`config.mk`:
```
export PLATFORM = sky130hd
export DESIGN_NAME = ctrl_channel_addr_gpio
export DESIGN_NICKNAME = d
export VERILOG_FILES = /design/src/ctrl_channel_pkg.sv /design/src/level_sync.sv /design/src/ctrl_channel_addr_gpio.sv
export SDC_FILE = /design/constraint.sdc
export NUM_CORES = 1
export LEC_CHECK = 0
export ABC_CLOCK_PERIOD_IN_PS = 2400
export BUFFER_PORTS_ARGS = -buffer_cell sky130_fd_sc_hd__buf_2
export CAP_MARGIN = 20
export CORE_UTILIZATION = 50
export CTS_BUF_LIST = sky130_fd_sc_hd__clkbuf_8
export CTS_CLUSTER_DIAMETER = 120
export DETAILED_ROUTE_END_ITERATION = 10
export PLACE_DENSITY = 0.74
export SETUP_SLACK_MARGIN = 0.15
export SLEW_MARGIN = 20
export SYNTH_ARGS = -nofsm -noshare
export SYNTH_HDL_FRONTEND = slang
export SYNTH_HIERARCHICAL = 1
export SYNTH_SLANG_ARGS = --single-unit
```
`constraint.sdc`:
```
create_clock -name clock -period 2.4 [get_ports clock]
set_input_delay 0.48 -clock clock [delete_from_list [all_inputs] [get_ports clock]]
set_output_delay 0.48 -clock clock [all_outputs]
set_load 0.005 [all_outputs]
```
`src/ctrl_channel_pkg.sv`:
```
// Constants, states and helpers shared by the control-channel block.
// Assumes strap pins arrive already resolved to level indices by the pad logic.
`default_nettype none
package ctrl_channel_pkg;

  ////////////////////////////////////////////////////////////////////////////
  // Slave address strapping
  localparam logic [6:0] SER_ADDR_BASE = 7'h58;
  localparam logic [2:0] SER_STRAP_MAX = 3'h5;
  localparam logic [6:0] DES_ADDR_BASE = 7'h60;

  ////////////////////////////////////////////////////////////////////////////
  // Local register pointers reached through the slave port
  localparam logic [7:0] REG_CTRL        = 8'h00;
  localparam logic [7:0] REG_GPIO_VALUE  = 8'h01;
  localparam logic [7:0] REG_GPIO_SELECT = 8'h02;
  localparam logic [7:0] REG_STATUS      = 8'h03;
  localparam int         CTRL_PASS_BIT   = 0;
  localparam logic [7:0] CTRL_RESET      = 8'h00;
  localparam logic [3:0] GPIO_VAL_RESET  = 4'h0;
  localparam logic [3:0] GPIO_SEL_RESET  = 4'h0;

  ////////////////////////////////////////////////////////////////////////////
  // Pins taken over in oscillator reference mode, and bits per byte
  localparam int         OSC_IN_PIN      = 3;
  localparam int         OSC_DIV_PIN     = 2;
  localparam logic [3:0] OSC_LOCAL_MASK  = 4'hc;
  localparam logic [3:0] BYTE_BITS       = 4'h8;

  ////////////////////////////////////////////////////////////////////////////
  // Slave byte engine states
  typedef enum logic [6:0] {
    ST_IDLE = 7'h01,
    ST_ADDR = 7'h02,
    ST_RX   = 7'h04,
    ST_WAIT = 7'h08,
    ST_ACK  = 7'h10,
    ST_TX   = 7'h20,
    ST_MACK = 7'h40
  } slave_state_t;

  ////////////////////////////////////////////////////////////////////////////
  // Address helpers
  function automatic logic [6:0] ser_slave_addr(input logic [2:0] level);
    logic [2:0] idx;
    idx = (level > SER_STRAP_MAX) ? SER_STRAP_MAX : level;
    return SER_ADDR_BASE + {4'h0, idx};
  endfunction : ser_slave_addr

  function automatic logic [6:0] des_slave_addr(input logic [1:0] high, input logic [1:0] low);
    return DES_ADDR_BASE + {3'h0, high, low};
  endfunction : des_slave_addr

  function automatic logic [7:0] write_form(input logic [6:0] addr);
    return {addr, 1'b0};
  endfunction : write_form

endpackage : ctrl_channel_pkg
`default_nettype wire

```
`src/level_sync.sv`:
```
// Two-flop synchroniser for a bundle of independent levels.
// Assumes each bit is a slow level; bundles are not sampled coherently.
`timescale 1ns/1ps
`default_nettype none
module level_sync #(
  parameter int WIDTH = 1
) (
  // Clock and reset
  input  wire logic             clock,
  input  wire logic             reset_n,
  // Levels
  input  wire logic [WIDTH-1:0] async_in,
  output logic      [WIDTH-1:0] sync_out
);

  logic [WIDTH-1:0] meta_r;

  initial begin
    if (WIDTH < 1) $error("level_sync: WIDTH must be at least 1");
  end

  always_ff @(posedge clock or negedge reset_n) begin
    if (!reset_n) begin
      meta_r   <= '0;
      sync_out <= '0;
    end else begin
      meta_r   <= async_in;
      sync_out <= meta_r;
    end
  end

endmodule : level_sync
`default_nettype wire

```
`src/ctrl_channel_addr_gpio.sv`:
```
// Slave port, pass-through relay gating, strap addressing and GPIO tunnelling.
// Assumes link-side relay logic runs on clock; pins and link clock are asynchronous.
`timescale 1ns/1ps
`default_nettype none

// What this block does
// - With pass-through on, foreign-address bytes are relayed across the link.
// - With pass-through off, foreign transactions stay local and are never relayed.
// - Serializer strap level 0..5 gives addresses 0x58..0x5D.
// - Deserializer straps high/low pick index bits 3:2/1:0, addresses 0x60..0x6F.
// - Write-form address is 7-bit address shifted left with zero appended.
// - Built-in slave controller configures registers and controls GPIO pins.
// - Pixel-clock mode gives four general-purpose pins on each end.
// - Serializer output shows forwarded remote level or local register bit.
// - Deserializer pin is forwarded input or local register-driven output.
// - Oscillator mode: serializer pin 3 becomes input, pin 2 outputs half clock.
// - Oscillator mode: deserializer pins 2 and 3 are local outputs, never forwarded.
// - Forwarded pins carry toggles up to 66 kHz; sources stay below that.
// - Forwarded edges reach parallel remote outputs within 25 us of each other.
// - Relayed bytes stretch SCL low on the ninth clock until remote answers.
module ctrl_channel_addr_gpio
  import ctrl_channel_pkg::*;
#(
  parameter bit IS_DES     = 1'b0,
  parameter int GPIO_COUNT = 4
) (
  // Clock and reset
  input  wire logic       clock,
  input  wire logic       reset_n,
  // Local I2C bus, open drain
  input  wire logic       scl_in,
  output logic            scl_out,
  output logic            scl_oe,
  input  wire logic       sda_in,
  output logic            sda_out,
  output logic            sda_oe,
  // Straps and reference mode
  input  wire logic [2:0] ser_address_strap,
  input  wire logic [1:0] des_address_strap_low,
  input  wire logic [1:0] des_address_strap_high,
  input  wire logic       osc_ref_mode,
  // Relay towards the remote bus
  output logic            relay_valid,
  output logic [7:0]      relay_data,
  output logic            relay_first,
  output logic            relay_read,
  output logic            relay_stop,
  input  wire logic       relay_done,
  input  wire logic       relay_ack,
  input  wire logic [7:0] relay_rdata,
  // Link GPIO tunnel
  input  wire logic       link_clk,
  input  wire logic [3:0] link_gpio_in,
  output logic [3:0]      link_gpio_out,
  // General-purpose pins
  input  wire logic [3:0] gpio_in,
  output logic [3:0]      gpio_out,
  output logic [3:0]      gpio_oe,
  // Status
  output logic [7:0]      own_write_addr,
  output logic            pass_through_on
);

  initial begin
    if (GPIO_COUNT != 4) $error("ctrl_channel_addr_gpio: GPIO_COUNT must be 4");
  end

  ////////////////////////////////////////////////////////////////////////////
  // Synchronisers
  logic [18:0] sync_w;
  logic        scl_n_s, sda_n_s, lclk_s, osc_s;
  logic [2:0]  ser_strap_s;
  logic [1:0]  des_low_s, des_high_s;
  logic [3:0]  fwd_in_s, pin_s;

  level_sync #(.WIDTH(19)) u_sync (
    .clock    (clock),
    .reset_n  (reset_n),
    .async_in ({~scl_in, ~sda_in, link_clk, osc_ref_mode, ser_address_strap,
                des_address_strap_low, des_address_strap_high, link_gpio_in, gpio_in}),
    .sync_out (sync_w)
  );

  // Bus lines enter inverted so the reset value reads as idle high
  assign {scl_n_s, sda_n_s, lclk_s, osc_s, ser_strap_s, des_low_s, des_high_s,
          fwd_in_s, pin_s} = sync_w;

  wire logic scl_s = ~scl_n_s;
  wire logic sda_s = ~sda_n_s;

  ////////////////////////////////////////////////////////////////////////////
  // Own address
  wire logic [6:0] ser_addr_w = ser_slave_addr(ser_strap_s);
  wire logic [6:0] des_addr_w = des_slave_addr(des_high_s, des_low_s);
  wire logic [6:0] own_addr_w = IS_DES ? des_addr_w : ser_addr_w;

  ////////////////////////////////////////////////////////////////////////////
  // Bus event detection
  logic scl_q_r, sda_q_r, lclk_q_r, osc_q_r;

  wire logic scl_rise  = scl_s & ~scl_q_r;
  wire logic scl_fall  = ~scl_s & scl_q_r;
  wire logic bus_start = scl_s & scl_q_r & sda_q_r & ~sda_s;
  wire logic bus_stop  = scl_s & scl_q_r & ~sda_q_r & sda_s;
  wire logic lclk_rise = lclk_s & ~lclk_q_r;
  wire logic osc_rise  = pin_s[OSC_IN_PIN] & ~osc_q_r;

  always_ff @(posedge clock or negedge reset_n) begin
    if (!reset_n) begin
      scl_q_r  <= 1'b1;
      sda_q_r  <= 1'b1;
      lclk_q_r <= 1'b0;
      osc_q_r  <= 1'b0;
    end else begin
      scl_q_r  <= scl_s;
      sda_q_r  <= sda_s;
      lclk_q_r <= lclk_s;
      osc_q_r  <= pin_s[OSC_IN_PIN];
    end
  end

  ////////////////////////////////////////////////////////////////////////////
  // Local registers and their read view
  logic [7:0]   ctrl_r, ptr_r, shift_r;
  logic [3:0]   gval_r, gsel_r, bit_cnt_r;
  logic         local_r, rw_r, first_r, ack_r, data_phase_r;
  slave_state_t state_r;

  wire logic       pass_en    = ctrl_r[CTRL_PASS_BIT];
  wire logic       byte_done  = scl_fall & (bit_cnt_r == BYTE_BITS);
  wire logic       addr_match = (shift_r[7:1] == own_addr_w);
  wire logic [7:0] local_rd   =
      (ptr_r == REG_CTRL)        ? ctrl_r :
      (ptr_r == REG_GPIO_VALUE)  ? {4'h0, gval_r} :
      (ptr_r == REG_GPIO_SELECT) ? {4'h0, gsel_r} :
      (ptr_r == REG_STATUS)      ? {pin_s, osc_s, 3'h0} : 8'h00;

  ////////////////////////////////////////////////////////////////////////////
  // Slave byte engine
  always_ff @(posedge clock or negedge reset_n) begin
    if (!reset_n) begin
      state_r      <= ST_IDLE;
      bit_cnt_r    <= 4'h0;
      shift_r      <= 8'h00;
      local_r      <= 1'b0;
      rw_r         <= 1'b0;
      first_r      <= 1'b0;
      ack_r        <= 1'b0;
      data_phase_r <= 1'b0;
      ptr_r        <= 8'h00;
      ctrl_r       <= CTRL_RESET;
      gval_r       <= GPIO_VAL_RESET;
      gsel_r       <= GPIO_SEL_RESET;
      relay_valid  <= 1'b0;
      relay_data   <= 8'h00;
      relay_first  <= 1'b0;
      relay_read   <= 1'b0;
      relay_stop   <= 1'b0;
    end else begin
      relay_valid <= 1'b0;
      relay_stop  <= 1'b0;
      if (bus_start) begin
        state_r      <= ST_ADDR;
        bit_cnt_r    <= 4'h0;
        data_phase_r <= 1'b0;
      end else if (bus_stop) begin
        relay_stop   <= ~local_r & data_phase_r;
        data_phase_r <= 1'b0;
        state_r      <= ST_IDLE;
      end else begin
        unique case (state_r)
          ST_IDLE: begin
          end
          ST_ADDR, ST_RX: begin
            if (scl_rise) begin
              shift_r   <= {shift_r[6:0], sda_s};
              bit_cnt_r <= bit_cnt_r + 4'h1;
            end
            if (byte_done && state_r == ST_ADDR && addr_match) begin
              local_r      <= 1'b1;
              rw_r         <= shift_r[0];
              first_r      <= 1'b1;
              ack_r        <= 1'b1;
              data_phase_r <= 1'b1;
              state_r      <= ST_ACK;
            end else if (byte_done && state_r == ST_ADDR && pass_en) begin
              local_r      <= 1'b0;
              rw_r         <= shift_r[0];
              data_phase_r <= 1'b1;
              relay_valid  <= 1'b1;
              relay_data   <= shift_r;
              relay_first  <= 1'b1;
              relay_read   <= 1'b0;
              state_r      <= ST_WAIT;
            end else if (byte_done && state_r == ST_ADDR) begin
              state_r <= ST_IDLE;
            end else if (byte_done && local_r) begin
              first_r <= 1'b0;
              ack_r   <= 1'b1;
              state_r <= ST_ACK;
              if (first_r) begin
                ptr_r <= shift_r;
              end else begin
                ptr_r <= ptr_r + 8'h01;
                if (ptr_r == REG_CTRL) ctrl_r <= shift_r;
                if (ptr_r == REG_GPIO_VALUE) gval_r <= shift_r[3:0];
                if (ptr_r == REG_GPIO_SELECT) gsel_r <= shift_r[3:0];
              end
            end else if (byte_done) begin
              relay_valid <= 1'b1;
              relay_data  <= shift_r;
              relay_first <= 1'b0;
              relay_read  <= 1'b0;
              state_r     <= ST_WAIT;
            end
          end
          ST_WAIT: begin
            if (relay_done) begin
              ack_r   <= relay_read ? 1'b1 : relay_ack;
              shift_r <= relay_rdata;
              state_r <= (rw_r && relay_read) ? ST_TX : ST_ACK;
            end
          end
          ST_ACK: begin
            if (scl_fall) begin
              bit_cnt_r <= 4'h0;
              if (!ack_r) begin
                state_r <= ST_IDLE;
              end else if (rw_r && local_r) begin
                shift_r <= local_rd;
                ptr_r   <= ptr_r + 8'h01;
                state_r <= ST_TX;
              end else if (rw_r) begin
                relay_valid <= 1'b1;
                relay_first <= 1'b0;
                relay_read  <= 1'b1;
                state_r     <= ST_WAIT;
              end else begin
                state_r <= ST_RX;
              end
            end
          end
          ST_TX: begin
            if (scl_fall) begin
              shift_r   <= {shift_r[6:0], 1'b1};
              bit_cnt_r <= bit_cnt_r + 4'h1;
              if (bit_cnt_r == BYTE_BITS - 4'h1) state_r <= ST_MACK;
            end
          end
          ST_MACK: begin
            // Echoing a master ACK low is harmless on the wired-AND line
            if (scl_rise) begin
              ack_r   <= ~sda_s;
              state_r <= ST_ACK;
            end
          end
        endcase
      end
    end
  end

  // Open-drain drive: only ever pull low
  assign scl_out = 1'b0;
  assign sda_out = 1'b0;
  assign scl_oe  = (state_r == ST_WAIT);
  assign sda_oe  = ((state_r == ST_ACK) & ack_r) | ((state_r == ST_TX) & ~shift_r[7]);
  assign own_write_addr  = write_form(own_addr_w);
  assign pass_through_on = pass_en;

  ////////////////////////////////////////////////////////////////////////////
  // GPIO tunnelling
  logic       div_r;
  logic [3:0] gout_r, goe_r, link_out_r;

  wire logic [3:0] osc_mask   = osc_s ? OSC_LOCAL_MASK : 4'h0;
  wire logic [3:0] des_oe_w   = gsel_r | osc_mask;
  wire logic [3:0] des_fwd_w  = pin_s & ~des_oe_w;
  wire logic [3:0] ser_mux_w  = (gsel_r & gval_r) | (~gsel_r & fwd_in_s);
  wire logic [3:0] ser_out_w  = osc_s ? {1'b0, div_r, ser_mux_w[1:0]} : ser_mux_w;
  wire logic [3:0] ser_oe_w   = osc_s ? 4'h7 : 4'hf;

  always_ff @(posedge clock or negedge reset_n) begin
    if (!reset_n) begin
      div_r      <= 1'b0;
      gout_r     <= 4'h0;
      goe_r      <= 4'h0;
      link_out_r <= 4'h0;
    end else begin
      if (osc_s && osc_rise) div_r <= ~div_r;
      gout_r <= IS_DES ? gval_r : ser_out_w;
      goe_r  <= IS_DES ? des_oe_w : ser_oe_w;
      if (lclk_rise) link_out_r <= IS_DES ? des_fwd_w : 4'h0;
    end
  end

  assign gpio_out      = gout_r;
  assign gpio_oe       = goe_r;
  assign link_gpio_out = link_out_r;

endmodule : ctrl_channel_addr_gpio
`default_nettype wire

```
After elaboration in Yosys (flattened, before gate mapping)
Index checks and enable logic that the tools add are counted.
{ "totals": {"reg_bits": 110, "in_bits": 31, "out_inout_bits": 37} }
{ "classes": {"addsub": 3, "order_cmp": 1, "n_eq_ne": 45, "muxes": 102, "n_bitwise": 33, "n_reduce_logical": 32} }
{ "ops": {"columns": ["cell", "count"], "rows": [
  ["2-to-1 mux 8 bit", 22],
  ["2-to-1 mux 7 bit", 12],
  ["2-to-1 mux 1 bit", 48],
  ["AND reduction 9 bit", 4],
  ["one-hot mux 7 bit (5 select lines)", 1],
  ["2-to-1 mux 4 bit", 8],
  ["one-hot mux 8 bit (4 select lines)", 1],
  ["inequality test 2 bit (second input constant)", 15],
  ["inequality test 3 bit (second input constant)", 9],
  ["2-to-1 mux 6 bit", 3],
  ["equality test 8 x 2 -> 1 bit (second input constant)", 2],
  ["inequality test 4 bit (second input constant)", 4],
  ["NOT 1 bit", 16],
  ["one-hot mux 8 bit (2 select lines)", 1],
  ["AND reduction 7 bit", 2],
  ["bitwise AND 1 bit", 12],
  ["one-hot mux 4 bit (3 select lines)", 1],
  ["nonzero test 4 bit", 3],
  ["AND reduction 11 bit", 1],
  ["AND reduction 10 bit", 1],
  ["adder 8 x 1 -> 8 bit (second input constant)", 1],
  ["bitwise AND 4 bit", 2],
  ["equality test 8 x 1 -> 1 bit (second input constant)", 1],
  ["zero test 8 bit", 1],
  ["other kinds (31)", 45]
]} }

Logic depth before layout (Yosys ltp)
Gate-level depths: netlist of run 1.
{ "logic_depth": {"depth_word": 10, "ltp_mapped": 9, "depth_no_buf": 8} }

Hierarchy
Netlist of run 1, hierarchy kept.
{ "by_module_without_submodules": {"columns": ["mod", "n_inst", "cells_each", "area_each_um2"], "rows": [
  ["ctrl_channel_addr_gpio", 1, 418, 3998.8],
  ["level_sync", 1, 38, 950.9]
]} }

Worst setup path after synthesis of run 1
OpenSTA, ideal clock, no wires.
{ "synth_path": {"kind": "reg-to-reg", "start": "register state_r[4]", "end": "register ctrl_r[0]", "t_arrival_ns": 2.119, "required_time_ns": 2.275, "path_slack_ns": 0.156, "path_stages_with_launch": 8, "n_path_buf": 2, "synth_period_minus_slack_ns": 2.244, "path_cell_list": "dfrtp_1 > buf_6 > or3_1 > buf_6 > nor3_4 > nand3_2 > nor4_4 > mux2_2"} }
{ "synth_via": {"elab_chain_len": 5, "elab_cells_between_ends": 10} }
{ "synth_lines": {"columns": ["item", "line", "source"], "rows": [
  ["start, declared", "ctrl_channel_addr_gpio.sv:127", "slave_state_t state_r;"],
  ["start signal, assigned", "ctrl_channel_addr_gpio.sv:221", "state_r <= (rw_r && relay_read) ? ST_TX : ST_ACK;"],
  ["equality test 7 x 2 -> 1 bit", null, null],
  ["logical AND 1 bit", "ctrl_channel_addr_gpio.sv:179, ctrl_channel_addr_gpio.sv:186, ctrl_channel_addr_gpio.sv:195", null],
  ["logical AND 1 bit, on equally long branches", "ctrl_channel_addr_gpio.sv:186, ctrl_channel_addr_gpio.sv:179", null],
  ["NOT 1 bit (no line)", null, null],
  ["AND reduction 9 bit (no line) *", null, null],
  ["end signal, assigned", "ctrl_channel_addr_gpio.sv:205", "if (ptr_r == REG_CTRL) ctrl_r <= shift_r;"],
  ["end, declared", "ctrl_channel_addr_gpio.sv:124", "logic [7:0] ctrl_r, ptr_r, shift_r;"]
]} }
Every way passes the cells marked *; elsewhere a longest branch is shown, timed or not.
A chain may end at the register's enable or synchronous reset.

Final worst setup path of run 1
{ "layout_path": {"start": "register state_r[2]", "end": "output port sda_oe"} }
{ "layout_via": {"elab_chain_len": 3, "elab_cells_between_ends": 5} }
{ "layout_lines": {"columns": ["item", "line", "source"], "rows": [
  ["equality test 7 x 5 -> 1 bit / equality test 7 x 6 -> 1 bit (equally long branches)", "ctrl_channel_addr_gpio.sv:266", "assign sda_oe = ((state_r == ST_ACK) & ack_r) | ((state_r == ST_TX) & ~shift_r[7]);"],
  ["bitwise AND 1 bit", "ctrl_channel_addr_gpio.sv:266", null],
  ["OR 1 bit *", "ctrl_channel_addr_gpio.sv:266", null],
  ["end, declared", "ctrl_channel_addr_gpio.sv:36", "output logic sda_oe,"]
]} }
Marks and branches as above.

==> metrics.csv, run 1 <==
metric;value;unit
post-layout instance area;5663;µm²
Rows;35;
Final period util;96.97;%
Final WS setup;0.07273;ns
fin. max-slew vios;0;
GRT overflow;0;
share of cells above drive strength 1;33.27;%
Rel. slew slack;63.52;%
initial antenna violation count;0;
H-tree levels;3;
Mapped Avg Cell Area;10.54;µm²
TritonCTS Buffers;9;
DP Area;5189;µm²
DP Worst Slack;-0.02809;ns
largest net degree at the start of global routing;36;
WL final;11480;µm
DRT iter0 DRCs;220;
yosys warns;6;
CTS Hold Bufs;0;
hpwl dp;8093;µm
VDD IR-drop max;0.0006605;V
Die H;98.95;µm
DRC viols;0;
DR WL met3;525;µm
slowest stage delay, CP;0.46;ns
CP Buf/Inv Count;2;
I/O Buffers;51;
Die ar.;9791;µm²
Synth Instances;446;
CP Max Fanout;6;
IO Pins;68;
DR WL/cell;17.76;µm
CTS Sinks;98;
Met1 Routed Length;4889;µm
Vias/cell;5.822;
Max-Cap Viols;0;
CP required;1.92;ns
Util after Layout;61.87;%
area delta synth->final;20.50;%
Overall Power;4.483;mW
Final Hold Fails;0;
FMAX;429.7;MHz
outcome;completed;
final setup violating endpoints;0;
Crit. End Element;output pin;
Nets;567;
critical path startpoint category;flop;
Clock transition at path regs;0.11;ns
PwrDens;791.6;nW/µm²
clock latency on the worst-skew pair;0.37;ns
Vias;3761;
worst clock skew;0.01277;ns
crit path time final;2.327;ns
Cell Area, Synth;4700;µm²
initial core utilization;51.35;%
Crit path max-delay family;simple AND/OR/NAND/NOR gates;
Crit Path Class;reg -> out;
max layer used;met4;
met2 WL;5861;µm
setup TNS;0;ns
vias in the first global route;3758;
worst min-delay path class;in -> async;
detailed-router iteration count before antenna repair;5;
first-pass GRT wire length;18510;µm
root buffer cell;clkbuf_8;
CTS tree;done;
crit-path cells;nor4_2 -> buf_4 -> nor2b_4 -> nand2_4 -> o21ai_2 -> buf_2;
worst slew pin tran;0.5473;ns
RSZ-0062 raised after global routing;yes;
Lkg Pwr;2.729;nW
Antenna Nets Post-Route;0;
crit path DAT;1.85;ns
core area;9153;µm²
Crit-path slowest cell;dfrtp_2;
# diodes;0;
Die W;98.95;µm
deepest clock path buffer count;2;
GRT Overall Usage;24.73;%
gpl congestion;0.9088;
final timing paths:
path,from,cells after the start,to,slack [ns]
max,state_r[2],6,sda_oe,0.07
min,reset_n,1,relay_read,0.07
max reg2reg,state_r[0],9,shift_r[3],0.13
min reg2reg,u_sync/meta_r[12],0,u_sync/sync_out[12],0.36
max in group asynchronous,reset_n,2,shift_r[6],1.72
min in group clock,gpio_in[3],1,u_sync/meta_r[3],0.21
worst reg2reg max path, stage by stage (launching register included):
cell and delay, ns:
dfstp_2 0.66, nor4_2 0.09, buf_4 0.15, nor2b_4 0.13, buf_4 0.13, and2_1 0.14
a21oi_1 0.20, o211ai_2 0.25, buf_4 0.24, mux2i_1 0.19
cells in the final DEF, fill, tap and decap left out, drive strengths merged, types with 6 or more instances in the layout:
master	instances
nor4	6
inv	21
xnor2	7
buf	97
nand3	16
a21oi	30
nand2b	6
and2	6
clkbuf	9
conb	12
mux2i	8
dfrtp	95
mux2	29
o21ai	29
nand2	42
and3	6
ha	6
nor3	11
nor2	23
state kept, by name, indices dropped and copies added, names as in the netlist, 7 cells and up:
| name | count |
|---|---|
| u_sync/meta_r | 14 |
| shift_r | 8 |
| state_r | 7 |
| ctrl_r | 8 |
| ptr_r | 8 |
| u_sync/sync_out | 14 |
| relay_data | 8 |
cell type report:
class                   count  area [µm²]
repair buffers             97       631.9
fillers                   755        3490
well taps                 111       138.9
clock inverters             7       85.08
multi-input cells         306        2156
inverters                  18       67.56
clock buffers               9       123.9
flip-flops and latches     98        2460
metal layers:
layer	up-vias	track usage, %
met5	-	0
met1	1895	31.11
met2	110	42.55
met3	19	4.255
li1	1737	-
met4	0	9.759
power breakdown:
group | switching [mW] | internal [mW]
clock | 0.619 | 0.502
sequential | 0.211 | 1.84
combinational | 0.716 | 0.592
total | 1.55 | 2.94
through the flow:
| step | instances | hold slack [ns] |
|---|---|---|
| final | 646 | 0.06728 |
| after global routing | 646 | 0.08076 |
| after floorplan | 456 | 0.1844 |
| after CTS | 633 | 0.06727 |
| after detailed placement | 617 | 0.3347 |
| after global placement | 617 | 0.3320 |
what timing repair did:
item                                   in CTS  in global routing
setup buffers                               0                 13
gates resized for setup                    10                 24
endpoints found under the hold margin       0                  0
pin swaps                                   0                 11
cloned                                      0                  0
setup endpoints to repair                  27                 43
(Power assumes the default switching activity.)
==> run 2: changes to the inputs <==
--- a/config.mk
+++ b/config.mk
@@ -8,11 +8,11 @@
 export ABC_CLOCK_PERIOD_IN_PS = 2400
 export BUFFER_PORTS_ARGS = -buffer_cell sky130_fd_sc_hd__buf_2
 export CAP_MARGIN = 20
-export CORE_UTILIZATION = 50
+export CORE_UTILIZATION = 45
 export CTS_BUF_LIST = sky130_fd_sc_hd__clkbuf_8
 export CTS_CLUSTER_DIAMETER = 120
 export DETAILED_ROUTE_END_ITERATION = 10
-export PLACE_DENSITY = 0.74
+export PLACE_DENSITY = 0.67
 export SETUP_SLACK_MARGIN = 0.15
 export SLEW_MARGIN = 20
 export SYNTH_ARGS = -nofsm -noshare
==> run 2 against run 1 <==
  * Total power is 2.5% lower
  * Highest routed layer unchanged
  * Critical path type unchanged
  * Hold slack worse by 0.018 ns
  * Utilization is 5.3 points lower
  * Clock skew is 0.0074 ns lower
==> metrics.csv, run 2 (synthesis results as in run 1) <==
metric;value;unit;change
outcome;completed;;
clock latency on the worst-skew pair;0.36;ns;about the same
Vias;3733;;-0.74%
DRC viols;0;;unchanged
DP Area;5239;µm²;+0.96%
Flop pwr share;46.5;%;+0.7 points
Net Sw Frac;35.13;%;+0.65 points
Crit. End Element;output pin;;
initial core utilization;47.21;%;-4.1 points
switching power;1.534;mW;-0.71%
worst min-delay path class;in -> async;;
CP startpoint;state_r[1];;
core area;9955;µm²;+8.8%
CTS Sinks;98;;unchanged
TritonCTS Buffers;9;;unchanged
deepest clock path buffer count;2;;unchanged
Max-Cap Viols;0;;unchanged
gpl congestion;0.8922;;-1.8%
Crit Path Class;reg -> out;;
DR WL/cell;17.07;µm;-3.9%
Nets;564;;-0.53%
Lkg Pwr;2.683;nW;-1.7%
Overall Power;4.368;mW;-2.5%
commonest cells after routing, fill and taps aside;dfrtp_1, buf_2, nand2_1, buf_4;;
Clock transition at path regs;0.10;ns;about the same
VDD IR-drop max;0.0003979;V;-40%
vias in the first global route;3665;;-2.5%
Die W;104.2;µm;+5.3%
critical path startpoint category;flop;;
Final Hold Fails;0;;unchanged
Rows;36;;+2.9%
Die H;104.2;µm;+5.3%
r2r startpoint;state_r[5];;
final setup violating endpoints;0;;unchanged
area delta synth->final;19.91;%;
post-layout instance area;5635;µm²;-0.49%
GRT Overall Usage;21.66;%;-3.1 points
WL final;11350;µm;-1.1%
CP Max Fanout;5;;-1
hpwl dp;8124;µm;+0.38%
largest net degree at the start of global routing;66;;+83%
DRT iter0 DRCs;196;;-11%
GRT overflow;0;;unchanged
fin. max-slew vios;0;;unchanged
Vias/cell;5.614;;-3.6%
CTS tree;done;;
initial antenna violation count;0;;unchanged
RSZ-0062 raised after global routing;yes;;
root buffer cell;clkbuf_8;;
Die ar.;10860;µm²;+11%
share of cells above drive strength 1;32.14;%;-1.1 points
clock power share;22.6;%;-2.4 points
first-pass GRT wire length;18350;µm;-0.85%
I/O Buffers;51;;unchanged
P_int;2.834;mW;-3.5%
# diodes;0;;unchanged
FMAX;440.8;MHz;+2.6%
worst clock skew;0.005396;ns;-0.007377 ns
most common cell after layout, fill and taps aside;dfrtp_1;;
biggest regs;u_sync/meta_r: 14 flops, u_sync/sync_out: 14 flops;;
detailed-router iteration count before antenna repair;5;;unchanged
Min Hold Slack;0.04901;ns;-0.01826 ns
CP required;1.92;ns;about the same
IO Pins;68;;unchanged
H-tree levels;3;;unchanged
PwrDens;775.2;nW/µm²;-2.1%
crit path time final;2.269;ns;-0.05863 ns
Comb power frac;30.9;%;+1.7 points
Final period util;94.53;%;-2.4 points
Layout fillers;893;;+18%
Antenna Nets Post-Route;0;;unchanged
crit path DAT;1.79;ns;-0.06 ns
-- run 2: metrics by stage --
| stage | worst slack, ns | TNS [ns] | instances | util, % |
|---|---|---|---|---|
| detailed placement | -0.02724 | -0.02724 | 642 | 52.63 |
| global route | 0.05633 | 0 | 665 | 56.61 |
| CTS | 0.002027 | 0 | 659 | 54.95 |
| global placement | 0.06476 | 0 | 642 | 52.63 |
| finish | 0.1314 | 0 | 665 | 56.61 |
| floorplan | 0.1561 | 0 | 456 | - |
-- run 2: power by group through the flow --
stage	logic, mW	registers, mW	clock network, mW
floorplan	0.717	2.02	0
global placement	1.18	2.06	0
detailed placement	1.22	2.06	0
finish	1.35	2.03	0.987
CTS	1.27	2.03	1.03
global route	1.47	2.06	1.09
-- run 2: repair_timing --
item	in CTS	in global routing
buffers inserted	1	5
gates cloned	0	1
gates resized for setup	12	25
hold buffers	0	0
setup endpoints to repair	31	32
pin swaps	1	3
-- run 2: area by class of cell --
type                    count  area [µm²]  area share (%)
clock buffers               9       123.9           2.198
clock inverters             7       52.55          0.9325
inverters                  18       67.56           1.199
multi-input cells         307        2172           38.54
flip-flops and latches     98        2460           43.65
well taps                 133       166.4           2.953
repair buffers             93       593.1           10.52
-- run 2: path summary, 6_finish.rpt --
kind,slack (ns),to,cells after the start
max reg2reg,0.13,ctrl_r[5],7
min reg2reg,0.35,u_sync/sync_out[13],0
min,0.05,u_sync/sync_out[17],1
max in group asynchronous,1.62,scl_q_r,2
min in group clock,0.21,u_sync/meta_r[4],1
max,0.13,sda_oe,6
-- run 2: metal layers --
layer	global-route usage (%)	wire length, µm	up-vias
li1	-	-	1732
met1	26.63	4712	1845
met2	37.33	5774	136
met3	3.947	640	20
met4	9.184	228	0
met5	0	0	-
-- run 2: worst max-delay path, cell delays in order, from the launching register on --
cell and delay (ns):
dfrtp_2 0.45, nor4_2 0.27, buf_4 0.17, nor2b_4 0.16
nand2_2 0.09, o21ai_2 0.14, buf_2 0.13
